[src/inc/evt_pkg.sv]
// Shared constants for the event-flag block and its firmware-side end.
// Assumes a single 200 MHz system clock and synchronous active-high reset.
package evt_pkg;
  localparam int unsigned PTR_W        = 13;
  localparam int unsigned CNT_W        = 8;
  localparam int unsigned FILT_W       = 8;
  // Filter control bit positions
  localparam int unsigned FILT_CRC_BIT  = 5;
  localparam int unsigned FILT_WAKE_BIT = 3;
  // Transmit status vector length in bytes
  localparam int unsigned TX_STATUS_LEN = 7;
  // PHY start-up time
  localparam int unsigned CLK_MHZ        = 200;
  localparam int unsigned PHY_START_US   = 1000;
  localparam int unsigned PHY_START_CYC  = PHY_START_US * CLK_MHZ;
  localparam logic [PTR_W-1:0] RING_START_RST = 13'h0000;
  localparam logic [PTR_W-1:0] RING_END_RST   = 13'h1FFF;
  localparam logic [CNT_W-1:0] CNT_MAX        = 8'hFF;
  localparam logic [CNT_W-1:0] CNT_ZERO       = 8'h00;
endpackage

[src/inc/evt_if.sv]
// Interface joining the event-flag device end and the firmware end.
// Assumes both ends share clk_sys; no clocking block.
`timescale 1ns/100ps
interface evt_if;
  import evt_pkg::*;
  logic             tx_request_set;
  logic             tx_request_cancel;
  logic             tx_request;
  logic             tx_abort_status;
  logic             copy_start_set;
  logic             copy_start_cancel;
  logic             copy_start;
  logic             tx_done_irq_en;
  logic             copy_done_irq_en;
  logic             link_change_irq_en;
  logic             rx_pending_irq_en;
  logic             module_irq_en;
  logic             phy_link_irq_en;
  logic             phy_global_irq_en;
  logic             tx_done_clr;
  logic             copy_done_clr;
  logic             phy_irq_request_rd;
  logic             rx_count_dec;
  logic [FILT_W-1:0] rx_filter_ctrl;
  logic             ring_start_wr;
  logic             ring_end_wr;
  logic [PTR_W-1:0] ring_wdata;
  logic             rd_ptr_low_wr;
  logic             rd_ptr_high_wr;
  logic [7:0]       rd_ptr_byte;
  logic             tx_done_flag;
  logic             link_change_flag;
  logic             phy_global_flag;
  logic             phy_link_flag;
  logic             copy_done_flag;
  logic             rx_pending_flag;
  logic [CNT_W-1:0] rx_packet_count;
  logic [PTR_W-1:0] rx_ring_start;
  logic [PTR_W-1:0] rx_ring_end;
  logic [PTR_W-1:0] rx_write_ptr;
  logic [PTR_W-1:0] rx_read_ptr;
  logic             module_irq;
  logic             phy_ready;

  modport dev (
    input  tx_request_set, tx_request_cancel, copy_start_set, copy_start_cancel,
    input  tx_done_irq_en, copy_done_irq_en, link_change_irq_en, rx_pending_irq_en,
    input  module_irq_en, phy_link_irq_en, phy_global_irq_en,
    input  tx_done_clr, copy_done_clr, phy_irq_request_rd, rx_count_dec,
    input  rx_filter_ctrl, ring_start_wr, ring_end_wr, ring_wdata,
    input  rd_ptr_low_wr, rd_ptr_high_wr, rd_ptr_byte,
    output tx_request, tx_abort_status, copy_start,
    output tx_done_flag, link_change_flag, phy_global_flag, phy_link_flag,
    output copy_done_flag, rx_pending_flag, rx_packet_count,
    output rx_ring_start, rx_ring_end, rx_write_ptr, rx_read_ptr, module_irq, phy_ready
  );
  modport fw (
    output tx_request_set, tx_request_cancel, copy_start_set, copy_start_cancel,
    output tx_done_irq_en, copy_done_irq_en, link_change_irq_en, rx_pending_irq_en,
    output module_irq_en, phy_link_irq_en, phy_global_irq_en,
    output tx_done_clr, copy_done_clr, phy_irq_request_rd, rx_count_dec,
    output rx_filter_ctrl, ring_start_wr, ring_end_wr, ring_wdata,
    output rd_ptr_low_wr, rd_ptr_high_wr, rd_ptr_byte,
    input  tx_request, tx_abort_status, copy_start,
    input  tx_done_flag, link_change_flag, phy_global_flag, phy_link_flag,
    input  copy_done_flag, rx_pending_flag, rx_packet_count,
    input  rx_ring_start, rx_ring_end, rx_write_ptr, rx_read_ptr, module_irq, phy_ready
  );
endinterface

[src/verilog/evt_dev.sv]
// Device end: event flags, gated interrupt request and receive ring pointers.
// Assumes transmit, copy, PHY and receive engines report through plain pulses.
`timescale 1ns/100ps
module evt_dev
  import evt_pkg::*;
(
  input  wire logic             clk_sys,
  input  wire logic             sys_rst,
  evt_if.dev                    bus,
  input  wire logic             tx_end,
  input  wire logic             tx_abort,
  input  wire logic             copy_end,
  input  wire logic             link_status_change,
  input  wire logic             rx_packet_stored,
  input  wire logic             rx_wake_frame,
  input  wire logic             rx_wr_advance,
  input  wire logic             module_power_en,
  output logic [PTR_W-1:0]      tx_status_addr,
  output logic                  rx_addr_in_ring
);
  typedef struct packed {
    logic             tx_req;
    logic             tx_abort;
    logic             copy_st;
    logic             tx_done;
    logic             copy_done;
    logic             phy_link;
    logic             phy_global;
    logic             link_change;
    logic [CNT_W-1:0] pkt_cnt;
    logic [PTR_W-1:0] ring_start;
    logic [PTR_W-1:0] ring_end;
    logic [PTR_W-1:0] wr_ptr;
    logic [PTR_W-1:0] rd_ptr;
    logic [7:0]       rd_low_hold;
    logic             irq;
    logic [17:0]      phy_cnt;
    logic             phy_rdy;
    logic             rx_pend;
    logic             in_ring;
  } state_t;

  state_t      st_r;
  state_t      st_nxt;
  logic        phy_en;
  logic        wake_ok;
  logic        new_pkt;
  logic        tx_cause;
  logic        link_cause;
  logic        copy_cause;
  logic        rx_cause;
  logic [17:0] phy_done_cnt;

  assign phy_en  = bus.phy_link_irq_en & bus.phy_global_irq_en;
  assign wake_ok = bus.rx_filter_ctrl[FILT_CRC_BIT] & bus.rx_filter_ctrl[FILT_WAKE_BIT];
  assign new_pkt = (rx_packet_stored | (rx_wake_frame & wake_ok)) & (st_r.pkt_cnt != CNT_MAX);
  // Start-up count sized to the timer
  assign phy_done_cnt = 18'(PHY_START_CYC);
  // Per-source causes, each gated by its own enable
  assign tx_cause   = st_r.tx_done & bus.tx_done_irq_en;
  assign link_cause = st_r.link_change & bus.link_change_irq_en & phy_en;
  assign copy_cause = st_r.copy_done & bus.copy_done_irq_en;
  assign rx_cause   = new_pkt & bus.rx_pending_irq_en;

  always_comb begin
    st_nxt = st_r;
    // Transmit request: set by firmware, fall on end, abort or cancel
    if (bus.tx_request_set) begin
      st_nxt.tx_req = 1'b1;
    end
    if (st_r.tx_req && (tx_end || tx_abort || bus.tx_request_cancel)) begin
      st_nxt.tx_req = 1'b0;
    end
    if (st_r.tx_req && tx_abort) begin
      st_nxt.tx_abort = 1'b1;
    end else if (bus.tx_request_set) begin
      st_nxt.tx_abort = 1'b0;
    end
    if (bus.copy_start_set) begin
      st_nxt.copy_st = 1'b1;
    end
    if (st_r.copy_st && (copy_end || bus.copy_start_cancel)) begin
      st_nxt.copy_st = 1'b0;
    end
    // Sticky flags, set beats clear
    if (bus.tx_done_clr) begin
      st_nxt.tx_done = 1'b0;
    end
    if (st_r.tx_req && !st_nxt.tx_req) begin
      st_nxt.tx_done = 1'b1;
    end
    if (bus.copy_done_clr) begin
      st_nxt.copy_done = 1'b0;
    end
    if (st_r.copy_st && !st_nxt.copy_st) begin
      st_nxt.copy_done = 1'b1;
    end
    // PHY request flags: read clears, a change in the same cycle wins
    if (bus.phy_irq_request_rd) begin
      st_nxt.phy_link = 1'b0;
    end
    if (link_status_change) begin
      st_nxt.phy_link = 1'b1;
    end
    st_nxt.phy_global  = st_nxt.phy_link & phy_en;
    st_nxt.link_change = phy_en & st_nxt.phy_global;
    // Packet counter
    if (new_pkt && !(bus.rx_count_dec && st_r.pkt_cnt != CNT_ZERO)) begin
      st_nxt.pkt_cnt = st_r.pkt_cnt + 8'h01;
    end else if (!new_pkt && bus.rx_count_dec && st_r.pkt_cnt != CNT_ZERO) begin
      st_nxt.pkt_cnt = st_r.pkt_cnt - 8'h01;
    end
    // Pending flag registered with the count it decodes
    st_nxt.rx_pend = (st_nxt.pkt_cnt != CNT_ZERO);
    // Ring pointers
    if (bus.ring_start_wr) begin
      st_nxt.ring_start = bus.ring_wdata;
    end
    if (bus.ring_end_wr) begin
      st_nxt.ring_end = bus.ring_wdata;
    end
    if (bus.ring_start_wr || bus.ring_end_wr) begin
      st_nxt.wr_ptr = st_nxt.ring_start;
    end else if (rx_wr_advance) begin
      st_nxt.wr_ptr = (st_r.wr_ptr == st_r.ring_end) ? st_r.ring_start
                                                     : st_r.wr_ptr + 13'h0001;
    end
    // Ring membership registered with the pointer it tests
    st_nxt.in_ring = (st_nxt.wr_ptr >= st_nxt.ring_start)
                     && (st_nxt.wr_ptr <= st_nxt.ring_end);
    if (bus.rd_ptr_low_wr) begin
      st_nxt.rd_low_hold = bus.rd_ptr_byte;
    end
    if (bus.rd_ptr_high_wr) begin
      st_nxt.rd_ptr = {bus.rd_ptr_byte[PTR_W-9:0], st_r.rd_low_hold};
    end
    // Interrupt request, registered
    st_nxt.irq = bus.module_irq_en & (tx_cause | link_cause | copy_cause | rx_cause);
    // PHY start-up timer
    if (!module_power_en) begin
      st_nxt.phy_cnt = 18'h00000;
      st_nxt.phy_rdy = 1'b0;
    end else if (st_r.phy_cnt == phy_done_cnt) begin
      st_nxt.phy_rdy = 1'b1;
    end else begin
      st_nxt.phy_cnt = st_r.phy_cnt + 18'h00001;
    end
  end

  always_ff @(posedge clk_sys) begin
    if (sys_rst) begin
      st_r <= '0;
      st_r.ring_start <= RING_START_RST;
      st_r.ring_end   <= RING_END_RST;
      st_r.wr_ptr     <= RING_START_RST;
      st_r.rd_ptr     <= RING_END_RST;
      st_r.in_ring    <= (RING_START_RST <= RING_END_RST);
    end else begin
      st_r <= st_nxt;
    end
  end

  assign bus.tx_request       = st_r.tx_req;
  assign bus.tx_abort_status  = st_r.tx_abort;
  assign bus.copy_start       = st_r.copy_st;
  assign bus.tx_done_flag     = st_r.tx_done;
  assign bus.copy_done_flag   = st_r.copy_done;
  assign bus.phy_link_flag    = st_r.phy_link;
  assign bus.phy_global_flag  = st_r.phy_global;
  assign bus.link_change_flag = st_r.link_change;
  assign bus.rx_pending_flag  = st_r.rx_pend;
  assign bus.rx_packet_count  = st_r.pkt_cnt;
  assign bus.rx_ring_start    = st_r.ring_start;
  assign bus.rx_ring_end      = st_r.ring_end;
  assign bus.rx_write_ptr     = st_r.wr_ptr;
  assign bus.rx_read_ptr      = st_r.rd_ptr;
  assign bus.module_irq       = st_r.irq;
  assign bus.phy_ready        = st_r.phy_rdy;
  // Status vector address taken from the receive ring write pointer
  assign tx_status_addr  = st_r.wr_ptr;
  assign rx_addr_in_ring = st_r.in_ring;
endmodule // evt_dev

[src/flat_wrapper.sv]
// flat-port wrapper written by rule: the top's interface ports become plain ports
module evt_dev_flat import evt_pkg::*;
  (clk_sys, sys_rst, tx_end, tx_abort, copy_end, link_status_change, rx_packet_stored, rx_wake_frame, rx_wr_advance, module_power_en, tx_status_addr, rx_addr_in_ring, bus_tx_request_set, bus_tx_request_cancel, bus_copy_start_set, bus_copy_start_cancel, bus_tx_done_irq_en, bus_copy_done_irq_en, bus_link_change_irq_en, bus_rx_pending_irq_en, bus_module_irq_en, bus_phy_link_irq_en, bus_phy_global_irq_en, bus_tx_done_clr, bus_copy_done_clr, bus_phy_irq_request_rd, bus_rx_count_dec, bus_rx_filter_ctrl, bus_ring_start_wr, bus_ring_end_wr, bus_ring_wdata, bus_rd_ptr_low_wr, bus_rd_ptr_high_wr, bus_rd_ptr_byte, bus_tx_request, bus_tx_abort_status, bus_copy_start, bus_tx_done_flag, bus_link_change_flag, bus_phy_global_flag, bus_phy_link_flag, bus_copy_done_flag, bus_rx_pending_flag, bus_rx_packet_count, bus_rx_ring_start, bus_rx_ring_end, bus_rx_write_ptr, bus_rx_read_ptr, bus_module_irq, bus_phy_ready);
  evt_if bus_i ();
  input  wire logic clk_sys;
  input  wire logic sys_rst;
  input  wire logic tx_end;
  input  wire logic tx_abort;
  input  wire logic copy_end;
  input  wire logic link_status_change;
  input  wire logic rx_packet_stored;
  input  wire logic rx_wake_frame;
  input  wire logic rx_wr_advance;
  input  wire logic module_power_en;
  output logic [PTR_W-1:0] tx_status_addr;
  output logic rx_addr_in_ring;
  input wire logic [$bits(bus_i.tx_request_set)-1:0] bus_tx_request_set;
  input wire logic [$bits(bus_i.tx_request_cancel)-1:0] bus_tx_request_cancel;
  input wire logic [$bits(bus_i.copy_start_set)-1:0] bus_copy_start_set;
  input wire logic [$bits(bus_i.copy_start_cancel)-1:0] bus_copy_start_cancel;
  input wire logic [$bits(bus_i.tx_done_irq_en)-1:0] bus_tx_done_irq_en;
  input wire logic [$bits(bus_i.copy_done_irq_en)-1:0] bus_copy_done_irq_en;
  input wire logic [$bits(bus_i.link_change_irq_en)-1:0] bus_link_change_irq_en;
  input wire logic [$bits(bus_i.rx_pending_irq_en)-1:0] bus_rx_pending_irq_en;
  input wire logic [$bits(bus_i.module_irq_en)-1:0] bus_module_irq_en;
  input wire logic [$bits(bus_i.phy_link_irq_en)-1:0] bus_phy_link_irq_en;
  input wire logic [$bits(bus_i.phy_global_irq_en)-1:0] bus_phy_global_irq_en;
  input wire logic [$bits(bus_i.tx_done_clr)-1:0] bus_tx_done_clr;
  input wire logic [$bits(bus_i.copy_done_clr)-1:0] bus_copy_done_clr;
  input wire logic [$bits(bus_i.phy_irq_request_rd)-1:0] bus_phy_irq_request_rd;
  input wire logic [$bits(bus_i.rx_count_dec)-1:0] bus_rx_count_dec;
  input wire logic [$bits(bus_i.rx_filter_ctrl)-1:0] bus_rx_filter_ctrl;
  input wire logic [$bits(bus_i.ring_start_wr)-1:0] bus_ring_start_wr;
  input wire logic [$bits(bus_i.ring_end_wr)-1:0] bus_ring_end_wr;
  input wire logic [$bits(bus_i.ring_wdata)-1:0] bus_ring_wdata;
  input wire logic [$bits(bus_i.rd_ptr_low_wr)-1:0] bus_rd_ptr_low_wr;
  input wire logic [$bits(bus_i.rd_ptr_high_wr)-1:0] bus_rd_ptr_high_wr;
  input wire logic [$bits(bus_i.rd_ptr_byte)-1:0] bus_rd_ptr_byte;
  output wire logic [$bits(bus_i.tx_request)-1:0] bus_tx_request;
  output wire logic [$bits(bus_i.tx_abort_status)-1:0] bus_tx_abort_status;
  output wire logic [$bits(bus_i.copy_start)-1:0] bus_copy_start;
  output wire logic [$bits(bus_i.tx_done_flag)-1:0] bus_tx_done_flag;
  output wire logic [$bits(bus_i.link_change_flag)-1:0] bus_link_change_flag;
  output wire logic [$bits(bus_i.phy_global_flag)-1:0] bus_phy_global_flag;
  output wire logic [$bits(bus_i.phy_link_flag)-1:0] bus_phy_link_flag;
  output wire logic [$bits(bus_i.copy_done_flag)-1:0] bus_copy_done_flag;
  output wire logic [$bits(bus_i.rx_pending_flag)-1:0] bus_rx_pending_flag;
  output wire logic [$bits(bus_i.rx_packet_count)-1:0] bus_rx_packet_count;
  output wire logic [$bits(bus_i.rx_ring_start)-1:0] bus_rx_ring_start;
  output wire logic [$bits(bus_i.rx_ring_end)-1:0] bus_rx_ring_end;
  output wire logic [$bits(bus_i.rx_write_ptr)-1:0] bus_rx_write_ptr;
  output wire logic [$bits(bus_i.rx_read_ptr)-1:0] bus_rx_read_ptr;
  output wire logic [$bits(bus_i.module_irq)-1:0] bus_module_irq;
  output wire logic [$bits(bus_i.phy_ready)-1:0] bus_phy_ready;
  assign bus_i.tx_request_set = bus_tx_request_set;
  assign bus_i.tx_request_cancel = bus_tx_request_cancel;
  assign bus_i.copy_start_set = bus_copy_start_set;
  assign bus_i.copy_start_cancel = bus_copy_start_cancel;
  assign bus_i.tx_done_irq_en = bus_tx_done_irq_en;
  assign bus_i.copy_done_irq_en = bus_copy_done_irq_en;
  assign bus_i.link_change_irq_en = bus_link_change_irq_en;
  assign bus_i.rx_pending_irq_en = bus_rx_pending_irq_en;
  assign bus_i.module_irq_en = bus_module_irq_en;
  assign bus_i.phy_link_irq_en = bus_phy_link_irq_en;
  assign bus_i.phy_global_irq_en = bus_phy_global_irq_en;
  assign bus_i.tx_done_clr = bus_tx_done_clr;
  assign bus_i.copy_done_clr = bus_copy_done_clr;
  assign bus_i.phy_irq_request_rd = bus_phy_irq_request_rd;
  assign bus_i.rx_count_dec = bus_rx_count_dec;
  assign bus_i.rx_filter_ctrl = bus_rx_filter_ctrl;
  assign bus_i.ring_start_wr = bus_ring_start_wr;
  assign bus_i.ring_end_wr = bus_ring_end_wr;
  assign bus_i.ring_wdata = bus_ring_wdata;
  assign bus_i.rd_ptr_low_wr = bus_rd_ptr_low_wr;
  assign bus_i.rd_ptr_high_wr = bus_rd_ptr_high_wr;
  assign bus_i.rd_ptr_byte = bus_rd_ptr_byte;
  assign bus_tx_request = bus_i.tx_request;
  assign bus_tx_abort_status = bus_i.tx_abort_status;
  assign bus_copy_start = bus_i.copy_start;
  assign bus_tx_done_flag = bus_i.tx_done_flag;
  assign bus_link_change_flag = bus_i.link_change_flag;
  assign bus_phy_global_flag = bus_i.phy_global_flag;
  assign bus_phy_link_flag = bus_i.phy_link_flag;
  assign bus_copy_done_flag = bus_i.copy_done_flag;
  assign bus_rx_pending_flag = bus_i.rx_pending_flag;
  assign bus_rx_packet_count = bus_i.rx_packet_count;
  assign bus_rx_ring_start = bus_i.rx_ring_start;
  assign bus_rx_ring_end = bus_i.rx_ring_end;
  assign bus_rx_write_ptr = bus_i.rx_write_ptr;
  assign bus_rx_read_ptr = bus_i.rx_read_ptr;
  assign bus_module_irq = bus_i.module_irq;
  assign bus_phy_ready = bus_i.phy_ready;
  evt_dev u_core (.clk_sys(clk_sys), .sys_rst(sys_rst), .bus(bus_i), .tx_end(tx_end), .tx_abort(tx_abort), .copy_end(copy_end), .link_status_change(link_status_change), .rx_packet_stored(rx_packet_stored), .rx_wake_frame(rx_wake_frame), .rx_wr_advance(rx_wr_advance), .module_power_en(module_power_en), .tx_status_addr(tx_status_addr), .rx_addr_in_ring(rx_addr_in_ring));
endmodule
[config.mk]
export PLATFORM = sky130hd
export DESIGN_NAME = evt_dev_flat
export DESIGN_NICKNAME = d
export VERILOG_FILES = /design/src/inc/evt_pkg.sv /design/src/inc/evt_if.sv /design/src/verilog/evt_dev.sv /design/src/flat_wrapper.sv
export SDC_FILE = /design/constraint.sdc
export NUM_CORES = 1
export LEC_CHECK = 0
export BUFFER_PORTS_ARGS = -buffer_cell sky130_fd_sc_hd__buf_2
export CAP_MARGIN = 25
export CORE_ASPECT_RATIO = 0.8
export CORE_MARGIN = 2
export CORE_UTILIZATION = 50
export DETAILED_ROUTE_END_ITERATION = 10
export MAX_ROUTING_LAYER = met4
export PLACE_DENSITY = 0.81
export SYNTH_ARGS = -nofsm -noshare
export SYNTH_HDL_FRONTEND = slang
export SYNTH_SLANG_ARGS = --single-unit
[constraint.sdc]
create_clock -name clk_sys -period 7.1 [get_ports clk_sys]
set_clock_uncertainty 0.15 [all_clocks]
set_input_delay 0 -clock clk_sys [delete_from_list [all_inputs] [get_ports clk_sys]]
set_output_delay 0 -clock clk_sys [all_outputs]
set_load 0.01 [all_outputs]
==> results_dict.tcl <==
set metrics [dict create \
    synth_area_per_cell_um2 8.735 \
    placed_cells 833 \
    synth_cell_types 55 \
    worstMarginPinSlew_ns 0.9664 \
    drive_above_1_share_pct 23.44 \
    nNetsFinal 836 \
    crit_required_ns 7.20 \
    cpMaxStageDelayCell "nor2_1" \
    placed_cell_area_um2 5879 \
    final_cells 895 \
    synth.top_cell.area_share_pct 34.20 \
    grtUsageTotal_pct 24.26 \
    critPathLaunchType "register" \
    place_congestion 0.9176 \
    grt_pass1_vias 4935 \
    rsz0062_at_grt "false" \
    hp-class "primary input to register" \
    root_buffer "clkbuf_16" \
    antenna_found_initial 0 \
    place_ws_ns 2.803 \
    synth_area_um2 5678 \
    antennaDiodeCount 0 \
    async_flop_share_pct 0 \
    fin_crit_sh_pct 63.41 \
    post_cts_resized 0 \
    reg2reg_slack_ns 2.60 \
    maxSlewViolCount 0 \
    vias_per_cell 5.491 \
    wirelength_mm 14.18 \
    intPower_mw 1.030 \
    clkLatencyLatePin_ns 0.34 \
    worstRegToRegCells 16 \
    clockBufferDepth 2 \
    wl_per_cell_um 15.85 \
    crit_start "u_core.bus.rx_write_ptr[8]" \
    grt_remaining_overflow 0 \
    num_rows 34 \
    fmax_mhz 222.1 \
    pwr-share-comb_pct 27.0 \
    synth_flop_cell "dfxtp_1" \
    crit_path_end_kind "register" \
    synth_cells 650 \
    clock-sinks 97 \
    die_width_um 123.1 \
    finalHoldViolations 0 \
    fp.coreArea_um2 10980 \
    area.growth.synth_to_final_pct 16.75 \
    timing.rr.end "u_core.rx_addr_in_ring" \
    path_max_fanout 12 \
    hold_ws_ns 0.07223 \
    io_pins 143 \
    critPathKind "register to register" \
    switching_share_pct 32.63 \
    hold_start "bus_rx_count_dec" \
    synth_edf_count 0 \
    cts_buffers 9 \
    tns_ns 0 \
    antenna_left 0 \
    die_h_um 99.32 \
    drc 0 \
    clkPwrFrac_pct 30.8 \
    reg2reg_from "u_core.bus.rx_write_ptr[8]" \
    cts_tree "built" \
    setup_viol 0 \
    syn-num-nets 740 \
    fin_util_pct 60.40 \
    hold_end "u_core.bus.rx_packet_count[1]" \
    ys_seq_area_share_pct 34.20 \
    grt_pass1_wl_mm 23.28 \
    ir_drop_uv 127.6 \
    power_density_nw_per_um2 230.6 \
    slew_headroom_pct 35.57 \
    dr_total_vias 4914 \
    post-route-cell-area_um2 6629 \
    power.total_mw 1.529 \
    p_leak_nw 2.990 \
    cpPeakStageDelay_ns 0.72 \
    pwr-share-seq_pct 42.2 \
    yosysTopAreaCell "dfxtp_1" \
    min_period_ns 4.502 \
    clkTransAtPathRegs_ns 0.07 \
    portBuffers 136 \
    drtIter0Drc 302 \
    max_cap_viol_count 0 \
    p_sw_mw 0.4988 \
    ys_ff_latch 97 \
    hold_depth 5 \
    die-area_um2 12230 \
    h-tree-depth 3 \
    initial_utilization_pct 51.73 \
    critPathArrivalTime_ns 4.60 \
    fillers 961 \
    cp_cell_sequence "xor2_1, nor4_1, nand2_1, nor2_1, buf_4, mux2_2, a22oi_1, a21oi_1, ha_1, a21o_1, a21o_1, a21oi_1, nor2b_1, o21ai_0, nand3_1, a32oi_1" \
    synthTopCellsByArea "dfxtp_1, buf_4, mux2i_1" \
    grt_start_max_net_pins 46 \
    dpl.hpwl_mm 9.869 \
    ys_warn_count 0 \
    status "finished, final reports clean" \
    fin_ws_ns 2.598 \
    dr.pass1.iters 6 \
]
[per-layer routing]
| metal | part of all wire [%] | vias to the layer above | wire (um) | global-route usage [%] |
|---|---|---|---|---|
| met2 | 48 | 201 | 6760 | 39.69 |
| met1 | 43 | 2291 | 6136 | 29.50 |
| li1 | - | 2384 | - | - |
| met3 | 6.8 | 38 | 958 | 5.505 |
| met5 | 0 | - | 0 | - |
| met4 | 2.3 | 0 | 329 | 8.042 |
[placed cells by master, fill, tap and decap left out, drive strengths merged, types with 3 or more instances in the layout]
cell type,netlist,final
a211oi,12,12
a21o,4,4
a21oi,32,32
a221oi,3,3
a22oi,5,5
and2,15,15
and3,11,11
buf,82,139
clkbuf,18,10
clkinv,1,3
dfxtp,97,97
dlygate4sd3,0,46
ha,32,32
inv,10,12
mux2,8,8
mux2i,54,54
nand2,51,51
nand2b,6,6
nand3,19,19
nand4,6,6
nor2,72,72
nor2b,6,6
nor3,9,9
nor4,4,4
o21a,8,8
o21ai,21,21
o2bb2ai,3,3
or2,4,4
or3,4,4
or4,3,3
xnor2,10,10
xor2,22,22
[cell type report]
type                            count  area [um^2]  area share, %
Tap cell                          144        180.2          2.718
Clock buffer                       10        239.0          3.605
Sequential cell                    97         1942          29.29
Inverter                           11        41.29         0.6229
Clock inverter                      6        50.05         0.7550
Timing Repair Buffer              185         1164          17.55
Multi-Input combinational cell    442         3013          45.45
[cell families after synthesis]
kind of cell / after synthesis / synth area share (%)
adder cells (fa/ha/maj): 32 / 7.051
AND/OR/NAND/NOR: 213 / 17.85
buffers and inverters: 111 / 12.74
multiplexers: 62 / 11.11
XOR/XNOR: 32 / 4.936
flip-flops: 97 / 34.20
AO/OA/AOI/OAI: 103 / 12.12
[how the worst max path moves through the flow]
stage | endpoint | cells past startpoint | slack, ns
2_1_floorplan | u_core.rx_addr_in_ring | 16 | 3.92
3_3_place_gp | u_core.rx_addr_in_ring | 16 | 2.89
3_5_place_dp | u_core.rx_addr_in_ring | 16 | 2.80
4_1_cts | u_core.rx_addr_in_ring | 16 | 2.76
5_1_grt | u_core.rx_addr_in_ring | 16 | 2.42
6_report | u_core.rx_addr_in_ring | 16 | 2.60
[sequential cells by signal (all words and copies together) (netlist names), named ones only]
name                         cells
u_core.bus.rx_write_ptr         12
u_core.bus.phy_link_flag         1
u_core.bus.rx_packet_count       8
u_core.bus.link_change_flag      1
u_core.bus.copy_done_flag        1
u_core.bus.tx_done_flag          1
u_core.st_r                     26
u_core.bus.tx_request            1
u_core.bus.tx_abort_status       1
u_core.bus.rx_pending_flag       1
u_core.bus.copy_start            1
u_core.rx_addr_in_ring           1
u_core.bus.module_irq            1
u_core.bus.rx_ring_end          13
u_core.bus.phy_ready             1
u_core.bus.rx_read_ptr          13
u_core.bus.rx_ring_start        13
[critical path: cells and delay by family (launching register included)]
kind | cells | cell delay [ns]
compound gates | 7 | 1.35
xor+xnor | 1 | 0.14
fa+ha+maj | 1 | 0.21
buf+inv | 1 | 0.35
flops | 1 | 0.47
mux | 1 | 0.35
simple gates | 5 | 1.39
[power groups by stage]
stage	combinational, mW	sequential (mW)	clock, mW
detailed placement	0.383	0.655	0
global route	0.458	0.652	0.502
finish	0.413	0.645	0.471
floorplan	0.327	0.641	0
global placement	0.372	0.653	0
CTS	0.408	0.643	0.478
[what timing repair did]
action,in CTS,in global routing
hold buffers,46,0
setup buffers,0,0
hold endpoints to repair,55,0
[synth_stat cells, drive strengths merged, types with 2 or more instances]
library cell,instances
dfxtp,97
buf,82
nor2,72
mux2i,54
nand2,51
a21oi,32
ha,32
xor2,22
o21ai,21
nand3,19
clkbuf,18
and2,15
a211oi,12
and3,11
inv,10
xnor2,10
nor3,9
mux2,8
o21a,8
nand2b,6
nand4,6
nor2b,6
a22oi,5
a21o,4
nor4,4
or2,4
or3,4
a221oi,3
o2bb2ai,3
or4,3
a311oi,2
a41oi,2
o22ai,2
No activity file was read; power rests on OpenSTA's default activity.
